[src/verilog/datmod_pkg.sv]
// Constants, types and register map of the data signal modulator
//----------------------------------------------------------------------
// Contract
// High mod mixes high carrier, low mixes low
// Enable clear holds output low, keeps selections
// Keeps modulating while device sleeps
// Any reset disables and defaults all registers
// Power-down disables; registers return to reset values
// Control main bit 7 enables mixing
// Control main bit 5 reads modulated output
// Control main bit 4 inverts output polarity
// Control main bit 0 is software modulating bit
// Source code 1 software bit, 0 pin
// Software bit unreliable at high signal rates
// Options bit 5 inverts high carrier
// Options bit 4 syncs high-to-low on falling edge
// Options bit 1 inverts low carrier
// Options bit 0 syncs low-to-high on falling edge
// Unsynced switching may leave narrow pulses
// High carrier selector, 4-bit source code
// Low carrier selector, same encoding, own pin
// 5-bit modulating source selector in bits 4:0
// Register map at indices 0x897 to 0x89b
// Reserved codes, unused bits read zero
// Pending sync keeps old carrier until edge
//----------------------------------------------------------------------
package datmod_pkg;

    // Register indices; byte address is four times the index
    localparam logic [13:0] IDX_CONTROL_MAIN = 14'h0897;
    localparam logic [13:0] IDX_CARRIER_OPTIONS = 14'h0898;
    localparam logic [13:0] IDX_MOD_SOURCE = 14'h0899;
    localparam logic [13:0] IDX_LOW_CARRIER = 14'h089a;
    localparam logic [13:0] IDX_HIGH_CARRIER = 14'h089b;

    // Control main field positions
    localparam int BIT_ENABLE = 7;
    localparam int BIT_OUT = 5;
    localparam int BIT_OUTPUT_INVERT = 4;
    localparam int BIT_SW_MOD = 0;
    // Carrier options field positions
    localparam int BIT_HI_INVERT = 5;
    localparam int BIT_HI_SYNC = 4;
    localparam int BIT_LO_INVERT = 1;
    localparam int BIT_LO_SYNC = 0;

    // Selector widths and source counts
    localparam int CAR_CODE_W = 4;
    localparam int MOD_CODE_W = 5;
    localparam int NUM_CAR_SRC = 16;
    localparam int NUM_MOD_SRC = 20;
    // Modulating source codes
    localparam logic [4:0] MOD_CODE_PIN = 5'h00;
    localparam logic [4:0] MOD_CODE_SW = 5'h01;
    // Reset values
    localparam logic [4:0] RST_MOD_CODE = 5'h00;
    localparam logic [3:0] RST_CAR_CODE = 4'h0;

    // Control main fields
    typedef struct packed {
        logic enable;
        logic output_invert;
        logic software_modulating_bit;
    } datmod_main_s;

    // Carrier option fields
    typedef struct packed {
        logic high_carrier_invert;
        logic high_carrier_sync_enable;
        logic low_carrier_invert;
        logic low_carrier_sync_enable;
    } datmod_opts_s;

endpackage

[src/verilog/datmod_top.sv]
// Data signal modulator: APB registers, source muxes and carrier mixer
module datmod_top
    import datmod_pkg::*;
(
    input wire logic clk,
    input wire logic rst,
    // APB slave
    input wire logic psel,
    input wire logic penable,
    input wire logic pwrite,
    input wire logic [15:0] paddr,
    input wire logic [31:0] pwdata,
    output logic [31:0] prdata,
    output logic pready,
    output logic pslverr,
    // Peripheral power-down request, same clock domain
    input wire logic modulator_power_down,
    // Sources from pins and peripherals, asynchronous
    input wire logic high_carrier_pin,
    input wire logic low_carrier_pin,
    input wire logic [NUM_CAR_SRC-1:1] carrier_periph,
    input wire logic modulating_pin,
    input wire logic [NUM_MOD_SRC-1:2] modulating_periph,
    // Modulated output
    output logic modulated_output_pin
);

    //------------------------------------------------------------------
    // Input synchronisers
    //------------------------------------------------------------------
    localparam int RAW_W = 2 + (NUM_CAR_SRC - 1) + 1 + (NUM_MOD_SRC - 2);

    logic [RAW_W-1:0] raw_in; // All asynchronous sources
    logic [RAW_W-1:0] meta_ff; // First stage, read only by second
    logic [RAW_W-1:0] sync_ff; // Second stage, safe to use

    assign raw_in = {modulating_periph, modulating_pin, carrier_periph,
                     low_carrier_pin, high_carrier_pin};

    // Two flops per source bit
    genvar gi;
    generate
        for (gi = 0; gi < RAW_W; gi++) begin : g_sync
            always_ff @(posedge clk) begin
                if (rst) begin
                    meta_ff[gi] <= 1'b0;
                    sync_ff[gi] <= 1'b0;
                end else begin
                    meta_ff[gi] <= raw_in[gi];
                    sync_ff[gi] <= meta_ff[gi];
                end
            end
        end
    endgenerate

    // Synchronised source groups
    logic hi_pin_s; // High carrier pin
    logic lo_pin_s; // Low carrier pin
    logic [NUM_CAR_SRC-1:1] car_per_s; // Shared carrier sources
    logic mod_pin_s; // Modulating pin
    logic [NUM_MOD_SRC-1:2] mod_per_s; // Peripheral modulating sources

    assign hi_pin_s = sync_ff[0];
    assign lo_pin_s = sync_ff[1];
    assign car_per_s = sync_ff[NUM_CAR_SRC:2];
    assign mod_pin_s = sync_ff[NUM_CAR_SRC+1];
    assign mod_per_s = sync_ff[RAW_W-1:NUM_CAR_SRC+2];

    //------------------------------------------------------------------
    // Registers
    //------------------------------------------------------------------
    datmod_main_s main_ff; // Control main fields
    datmod_opts_s opts_ff; // Carrier option fields
    logic [MOD_CODE_W-1:0] mod_code_ff; // Modulating source code
    logic [CAR_CODE_W-1:0] lo_code_ff; // Low carrier source code
    logic [CAR_CODE_W-1:0] hi_code_ff; // High carrier source code
    logic out_ff; // Modulated output

    logic clear_all; // Reset or power-down
    logic setup_ph; // APB setup cycle
    logic wr_acc; // APB write access edge
    logic addr_ok; // Word aligned
    logic hit_main, hit_opts, hit_src, hit_lo, hit_hi; // Decodes

    assign clear_all = rst | modulator_power_down;
    assign setup_ph = psel & ~penable;
    assign addr_ok = (paddr[1:0] == 2'b00);
    assign hit_main = addr_ok && (paddr[15:2] == IDX_CONTROL_MAIN);
    assign hit_opts = addr_ok && (paddr[15:2] == IDX_CARRIER_OPTIONS);
    assign hit_src = addr_ok && (paddr[15:2] == IDX_MOD_SOURCE);
    assign hit_lo = addr_ok && (paddr[15:2] == IDX_LOW_CARRIER);
    assign hit_hi = addr_ok && (paddr[15:2] == IDX_HIGH_CARRIER);
    // Writes ignored while powered down
    assign wr_acc = psel & penable & pwrite & ~modulator_power_down;

    // Control main register
    always_ff @(posedge clk) begin
        if (clear_all) begin
            main_ff <= '0;
        end else if (wr_acc && hit_main) begin
            main_ff.enable <= pwdata[BIT_ENABLE];
            main_ff.output_invert <= pwdata[BIT_OUTPUT_INVERT];
            main_ff.software_modulating_bit <= pwdata[BIT_SW_MOD];
        end
    end

    // Carrier options register
    always_ff @(posedge clk) begin
        if (clear_all) begin
            opts_ff <= '0;
        end else if (wr_acc && hit_opts) begin
            opts_ff.high_carrier_invert <= pwdata[BIT_HI_INVERT];
            opts_ff.high_carrier_sync_enable <= pwdata[BIT_HI_SYNC];
            opts_ff.low_carrier_invert <= pwdata[BIT_LO_INVERT];
            opts_ff.low_carrier_sync_enable <= pwdata[BIT_LO_SYNC];
        end
    end

    // Source selector registers; enable clear keeps them
    always_ff @(posedge clk) begin
        if (clear_all) begin
            mod_code_ff <= RST_MOD_CODE;
            lo_code_ff <= RST_CAR_CODE;
            hi_code_ff <= RST_CAR_CODE;
        end else begin
            if (wr_acc && hit_src) begin
                mod_code_ff <= pwdata[MOD_CODE_W-1:0];
            end
            if (wr_acc && hit_lo) begin
                lo_code_ff <= pwdata[CAR_CODE_W-1:0];
            end
            if (wr_acc && hit_hi) begin
                hi_code_ff <= pwdata[CAR_CODE_W-1:0];
            end
        end
    end

    //------------------------------------------------------------------
    // APB read path
    //------------------------------------------------------------------
    logic [31:0] nxt_rdata; // Read value in setup cycle
    logic [31:0] rdata_ff; // Registered read data
    logic err_ff; // Registered slave error

    // Read mux; unused bits are zero
    always_comb begin
        nxt_rdata = 32'h0000_0000;
        if (!modulator_power_down) begin
            if (hit_main) begin
                nxt_rdata[BIT_ENABLE] = main_ff.enable;
                nxt_rdata[BIT_OUT] = out_ff;
                nxt_rdata[BIT_OUTPUT_INVERT] = main_ff.output_invert;
                nxt_rdata[BIT_SW_MOD] = main_ff.software_modulating_bit;
            end else if (hit_opts) begin
                nxt_rdata[BIT_HI_INVERT] = opts_ff.high_carrier_invert;
                nxt_rdata[BIT_HI_SYNC] = opts_ff.high_carrier_sync_enable;
                nxt_rdata[BIT_LO_INVERT] = opts_ff.low_carrier_invert;
                nxt_rdata[BIT_LO_SYNC] = opts_ff.low_carrier_sync_enable;
            end else if (hit_src) begin
                nxt_rdata[MOD_CODE_W-1:0] = mod_code_ff;
            end else if (hit_lo) begin
                nxt_rdata[CAR_CODE_W-1:0] = lo_code_ff;
            end else if (hit_hi) begin
                nxt_rdata[CAR_CODE_W-1:0] = hi_code_ff;
            end
        end
    end

    // Capture read data and error in the setup cycle
    always_ff @(posedge clk) begin
        if (rst) begin
            rdata_ff <= 32'h0000_0000;
            err_ff <= 1'b0;
        end else if (setup_ph) begin
            rdata_ff <= nxt_rdata;
            err_ff <= ~(hit_main | hit_opts | hit_src | hit_lo | hit_hi);
        end
    end

    assign prdata = rdata_ff;
    assign pready = 1'b1; // Zero wait states
    assign pslverr = psel & penable & err_ff;

    //------------------------------------------------------------------
    // Source selection and polarity
    //------------------------------------------------------------------
    logic [NUM_CAR_SRC-1:0] hi_bank, lo_bank; // Carrier candidates
    logic hi_car, lo_car; // Selected, polarity applied
    logic mod_val; // Selected modulating signal

    assign hi_bank = {car_per_s, hi_pin_s};
    assign lo_bank = {car_per_s, lo_pin_s};

    assign hi_car = hi_bank[hi_code_ff] ^ opts_ff.high_carrier_invert;

    assign lo_car = lo_bank[lo_code_ff] ^ opts_ff.low_carrier_invert;

    // Modulating source mux
    always_comb begin
        if (mod_code_ff == MOD_CODE_PIN) begin
            mod_val = mod_pin_s;
        end else if (mod_code_ff == MOD_CODE_SW) begin
            mod_val = main_ff.software_modulating_bit;
        end else if (mod_code_ff < MOD_CODE_W'(NUM_MOD_SRC)) begin
            mod_val = mod_per_s[mod_code_ff];
        end else begin
            mod_val = 1'b0;
        end
    end

    //------------------------------------------------------------------
    // Carrier switch with optional synchronisation
    //------------------------------------------------------------------
    logic sel_hi_ff; // Carrier currently mixed is high
    logic hi_prev_ff, lo_prev_ff; // Previous carrier levels
    logic hi_fall, lo_fall; // Falling edges this cycle
    logic nxt_sel_hi; // Carrier mixed this cycle

    // Edges are judged at clock rate; faster carriers alias
    assign hi_fall = hi_prev_ff & ~hi_car;
    assign lo_fall = lo_prev_ff & ~lo_car;

    // Switch now, or hold the old carrier until its falling edge
    always_comb begin
        nxt_sel_hi = sel_hi_ff;
        if (mod_val && !sel_hi_ff) begin
            if (!opts_ff.low_carrier_sync_enable || lo_fall) begin
                nxt_sel_hi = 1'b1;
            end
        end else if (!mod_val && sel_hi_ff) begin
            if (!opts_ff.high_carrier_sync_enable || hi_fall) begin
                nxt_sel_hi = 1'b0;
            end
        end
    end

    // Carrier history and active selection; runs in sleep too
    always_ff @(posedge clk) begin
        if (clear_all) begin
            sel_hi_ff <= 1'b0;
            hi_prev_ff <= 1'b0;
            lo_prev_ff <= 1'b0;
        end else begin
            sel_hi_ff <= nxt_sel_hi;
            hi_prev_ff <= hi_car;
            lo_prev_ff <= lo_car;
        end
    end

    // Mix, invert, and gate by enable
    always_ff @(posedge clk) begin
        if (clear_all) begin
            out_ff <= 1'b0;
        end else if (!main_ff.enable) begin
            out_ff <= 1'b0;
        end else begin

            out_ff <= (nxt_sel_hi ? hi_car : lo_car) ^ main_ff.output_invert;
        end
    end

    assign modulated_output_pin = out_ff;
endmodule // datmod_top
[config.mk]
export PLATFORM = sky130hd
export DESIGN_NAME = datmod_top
export DESIGN_NICKNAME = d
export VERILOG_FILES = /design/src/verilog/datmod_pkg.sv /design/src/verilog/datmod_top.sv
export SDC_FILE = /design/constraint.sdc
export NUM_CORES = 1
export LEC_CHECK = 0
export BUFFER_PORTS_ARGS = -buffer_cell sky130_fd_sc_hd__buf_2
export CORE_MARGIN = 4
export CORE_UTILIZATION = 40
export CTS_CLUSTER_DIAMETER = 200
export DETAILED_ROUTE_END_ITERATION = 10
export SKIP_CTS_REPAIR_TIMING = 1
export SYNTH_ARGS = -nofsm -noshare
export SYNTH_HDL_FRONTEND = slang
export SYNTH_SLANG_ARGS = --single-unit
[constraint.sdc]
create_clock -name clk -period 4.4 [get_ports clk]
set_clock_uncertainty 0.05 [all_clocks]
set_input_delay 0.88 -clock clk [delete_from_list [all_inputs] [get_ports clk]]
set_output_delay 0.88 -clock clk [all_outputs]
set_load 0.02 [all_outputs]
==> results of run 1 <==
[registers in the layout, summed over array words and instances (netlist names), 3 cells and up]
name / flops
car_per_s: 15
hi_code_ff: 4
lo_code_ff: 4
main_ff: 3
meta_ff: 36
mod_code_ff: 5
mod_per_s: 18
opts_ff: 4
prdata: 7
[layout make-up]
cell class	count	area (µm²)	share of cell area, %
Sequential cell	104	2080	45.6
Timing Repair Buffer	75	380	8.33
Clock buffer	10	138	3.02
Clock inverter	6	51.3	1.12
Multi-Input combinational cell	247	1750	38.3
Tap cell	133	166	3.65
[power breakdown]
| part | total (mW) | leakage (nW) | internal, mW | switching (mW) |
|---|---|---|---|---|
| clock network | 0.549 | 0.0935 | 0.228 | 0.321 |
| registers | 0.980 | 0.854 | 0.972 | 0.00790 |
| logic | 0.109 | 0.901 | 0.0489 | 0.0603 |
[cell families (layout without fill, tap and decap cells)]
logic type,after synthesis,after routing
AND/OR/NAND/NOR,153,153
other,2,26
flip-flops,104,104
AO/OA/AOI/OAI,24,24
buffers and inverters,45,91
XOR/XNOR,3,3
multiplexers,41,41
[synthesized netlist by cell type (4+ instances only)]
master      n
nand2b_1    5
mux4_2      9
nand2_1     9
mux2i_1    27
a22oi_1     8
clkbuf_1   17
nor3b_1     4
a21oi_1     4
nor3_1      7
mux4_1      4
nor4_1      4
nor2_1     39
nor2b_1    73
buf_4      26
dfxtp_1   104
[worst max-delay path, stage by stage]
cell	delay, ns
buf_2	0.10
nor4b_1	0.40
nand4_1	0.24
or2_2	0.36
or3_1	0.37
or3_1	0.46
mux2i_1	0.19
nor2_1	0.05
[worst max-delay path by stage]
stage,endpoint,slack [ns]
floorplan,lo_code_ff[0]$_SDFFE_PP0P_,1.49
global placement,lo_code_ff[1]$_SDFFE_PP0P_,1.25
detailed placement,lo_code_ff[2]$_SDFFE_PP0P_,1.18
CTS,lo_code_ff[2]$_SDFFE_PP0P_,1.57
global route,lo_code_ff[0]$_SDFFE_PP0P_,1.34
finish,lo_code_ff[2]$_SDFFE_PP0P_,1.55
[routing by layer]
layer,GRT usage [%],vias up
met2,21.1,72
met4,5.41,0
li1,-,1333
met1,14.4,1200
met5,0,-
met3,2.63,11
==> flow_metrics.tcl, run 1 <==
set metrics [dict create \
    vias 2616 \
    reg2reg_setup_slack_ns 1.76 \
    grt_overflow 0 \
    portBuffers 73 \
    max_freq_mhz 350 \
    num_antenna_cells 0 \
    stdcell_count 575 \
    rows 36 \
    grt_use_total_pct 12.2 \
    clkLatencyLatePin_ns 0.36 \
    synth-simple-area-share_pct 21.2 \
    hold_depth 1 \
    synthCells 372 \
    die_y_um 108 \
    mostFrequentLayoutCells "104 x dfxtp_1, 73 x nor2b_1, 73 x buf_2" \
    yosys_warnings 0 \
    worst-setup-path-type "in2reg" \
    start_util_pct 41.1 \
    synth_ff_type "dfxtp_1" \
    final_max_slew_viol_count 0 \
    wl_met2_mm 3.41 \
    grt_pass1_wl_mm 11.1 \
    vias_per_cell 4.55 \
    fin_nets 527 \
    clock-root-buffer "clkbuf_8" \
    synth_top_area_share_pct 51.9 \
    reg2reg_depth 7 \
    core-area_um2 9770 \
    ys_ff_latch 104 \
    drt_wl_total_mm 7.14 \
    min_path_type "reg2reg" \
    synth-xor-area-share_pct 0.842 \
    grt_max_degree 61 \
    power_density_nw_per_um2 359 \
    synth_compound_area_share_pct 4.40 \
    cts_sinks 104 \
    syn_area_um2 4010 \
    grt_antenna_before_repair 0 \
    yosys.area_share.adder_pct 0 \
    nFillCells 963 \
    rsz0062_at_grt "false" \
    drt_pass1_iterations 4 \
    clk_pin_slew_ns 0.10 \
    holdPathEnd "mod_per_s[2]$_SDFF_PP0_" \
    cts_tree "done" \
    io_pins 125 \
    synth_edf_count 0 \
    power.total_mw 1.64 \
    post_drt_wl_per_cell_um 12.4 \
    hp-start "meta_ff[18]$_SDFF_PP0_" \
    p_leak_nw 1.85 \
    finalHoldViolations 0 \
    yosys.area.top_type "dfxtp_1" \
    finish.utilization_pct 46.7 \
    r2r_end "modulated_output_pin$_SDFF_PP0_" \
    die_area_um2 11700 \
    worstSetupStartpoint "paddr[12]" \
    period_needed_ns 2.85 \
    period_share_pct 64.9 \
    worst_pin_slew_ns 1.05 \
    worstPathMaxFanout 4 \
    fin_ws_ns 1.55 \
    cts_buffers 9 \
    r2r-start "hi_code_ff[0]$_SDFFE_PP0P_" \
    holdWs_ns 0.393 \
    synth_mux_area_share_pct 14.7 \
    die_x_um 108 \
    fin_setup_tns_ns 0 \
    dr.max_layer_used "met4" \
    vdd_ir_drop_max_v 0.000137 \
    ant_nets 0 \
    drive_gt1_share_pct 24.0 \
    crit_path_start_kind "input pin" \
    synth_top_family_by_area "simple AND/OR/NAND/NOR gates" \
    placedCellCount 559 \
    gp_routability_congestion 0.846 \
    relSlewSlack_pct 29.4 \
    syn_to_final_growth_pct 13.7 \
    post_dp_cell_area_um2 4380 \
    synthDistinctLibCells 40 \
    drc 0 \
    pre_cts_ws_ns 1.18 \
    hpwl_mm 5.35 \
    async_flop_share_pct 0 \
    crit_path_end_kind "flip-flop" \
    clk_path_buf_depth 2 \
    synth_area_leaders "dfxtp_1 52%, nor2b_1 11%, mux2i_1 6.7%, mux4_2 5.0%, buf_4 4.9%" \
    wl_met3_um 406 \
    synth.avg_cell_area_um2 10.8 \
    final_common_cell "dfxtp_1" \
    met1_length_mm 3.20 \
    grt_pass1_vias 2445 \
    crit_required_ns 4.59 \
    h-tree-depth 3 \
    arrival_ns 3.04 \
    setup_viol 0 \
    outcome "finished, final reports clean" \
    fin_area_um2 4560 \
    ys_seq_area_share_pct 51.9 \
    drtIter0Drc 58 \
    drv_cap 0 \
]
Note: power is estimated with default switching activity, not from simulation.
==> inputs of run 2 (changes only) <==
Clock period 4.4 ns to 2.9 ns, I/O delays scaled along.
==> flow_metrics.tcl, run 2 (synthesis results as in run 1) <==
set metrics [dict create \
    swShare_pct 21.4 \
    min_path_type "in2reg" \
    crit_path_start_kind "flip-flop" \
    crit_required_ns 3.13 \
    largest_register_ffs 36 \
    drive_gt1_share_pct 24.4 \
    power_density_nw_per_um2 559 \
    fin_area_um2 4620 \
    grt_pass1_wl_mm 11.6 \
    worst_pin_slew_ns 0.722 \
    clk_path_buf_depth 2 \
    clockPowerShare_pct 36.0 \
    core-area_um2 9770 \
    drt_wl_total_mm 7.35 \
    crit_path_end_kind "flip-flop" \
    grt_antenna_before_repair 0 \
    grt_max_degree 81 \
    cts_tree "done" \
    drt_pass1_iterations 4 \
    h-tree-depth 3 \
    final_max_slew_viol_count 0 \
    grt_pass1_vias 2532 \
    ant_nets 0 \
    cts_sinks 104 \
    crit_chain "mux4_1 -> mux4_2 -> xnor2_2 -> a21oi_1 -> o32ai_2 -> xnor2_1 -> nor3b_2" \
    portBuffers 73 \
    clock-root-buffer "clkbuf_8" \
    pwr-share-seq_pct 57.5 \
    worstPathMaxFanout 6 \
    largest_register "meta_ff" \
    finish.utilization_pct 47.3 \
    die_area_um2 11700 \
    vdd_ir_drop_max_v 0.000256 \
    period_share_pct 93.7 \
    hpwl_mm 5.50 \
    period_needed_ns 2.72 \
    syn_to_final_growth_pct 15.1 \
    grt_use_total_pct 12.8 \
    final_common_cell "dfxtp_1" \
    rows 36 \
    finalHoldViolations 0 \
    start_util_pct 41.1 \
    grt_overflow 0 \
    gp_routability_congestion 0.815 \
    post_dp_cell_area_um2 4410 \
    post_drt_wl_per_cell_um 12.7 \
    mostFrequentLayoutCells "104 x dfxtp_1, 73 x nor2b_1, 73 x buf_2" \
    clkLatencyLatePin_ns 0.35 \
    setup_viol 0 \
    io_pins 125 \
    die_x_um 108 \
    max_stage_delay_ns 0.60 \
    arrival_ns 2.95 \
    vias 2644 \
    drc 0 \
    drv_cap 0 \
    nFillCells 955 \
    relSlewSlack_pct 51.9 \
    switching_power_uw 553 \
    p_int_mw 2.03 \
    outcome "finished, final reports clean" \
    slowest_stage "mux4_1" \
    num_antenna_cells 0 \
    die_y_um 108 \
    vias_per_cell 4.57 \
    fin_setup_tns_ns 0 \
    clk_pin_slew_ns 0.09 \
    pwr-share-comb_pct 6.5 \
    max_freq_mhz 368 \
    holdWs_ns 0.379 \
    power.total_mw 2.59 \
    cp_top_family "multiplexers" \
    p_leak_nw 1.88 \
    cts_buffers 9 \
    drtIter0Drc 87 \
    reg2reg_setup_slack_ns 0.18 \
    fin_nets 532 \
    rsz0062_at_grt "false" \
    cp_num_buf_inv 0 \
    worst-setup-path-type "reg2reg" \
]
## run 2: cell count changes in the layout (fill, tap and decap cells not counted), sizes merged
cell and delta:
buf +5, bufinv +2, clkinv -2, inv -1
## run 2: per-layer routing
metal | global-route usage, % | part of all wire (%) | up-vias
met2 | 21.4 | 48 | 76
met5 | 0 | 0 | -
li1 | - | - | 1349
met1 | 15.4 | 44 | 1209
met4 | 5.59 | 1.7 | 0
met3 | 3.46 | 6.3 | 10
## run 2: metrics by stage
stage / setup WS (ns) / instances
after global placement: 0.136 / 564
final: 0.182 / 579
after global routing: 0.0439 / 579
after detailed placement: 0.0370 / 564
after floorplan: 0.291 / 396
after CTS: 0.174 / 579
## run 2: power groups by stage
stage	sequential, mW	clock, mW	combinational [mW]
final	1.49	0.932	0.167
after global routing	1.49	1.02	0.186
after CTS	1.49	0.965	0.169
after detailed placement	1.52	0	0.168
after global placement	1.52	0	0.166
after floorplan	1.52	0	0.137
## run 2: cell type report
cell class,count,area [µm²],share of cell area (%)
sequential,104,2080,45.0
timing repair buffer,80,418,9.04
clock inverter,5,81.3,1.76
tap,133,166,3.60
clock buffer,10,128,2.76
multi-input combinational,247,1750,37.8
## run 2: worst paths after layout
path | to | depth (start not counted) | startpoint
setup reg to reg | modulated_output_pin$_SDFF_PP0_ | 7 | hi_code_ff[0]$_SDFFE_PP0P_
setup / recovery | modulated_output_pin$_SDFF_PP0_ | 7 | hi_code_ff[0]$_SDFFE_PP0P_
hold reg to reg | mod_per_s[2]$_SDFF_PP0_ | 1 | meta_ff[18]$_SDFF_PP0_
hold / removal | meta_ff[4]$_SDFF_PP0_ | 2 | carrier_periph[3]
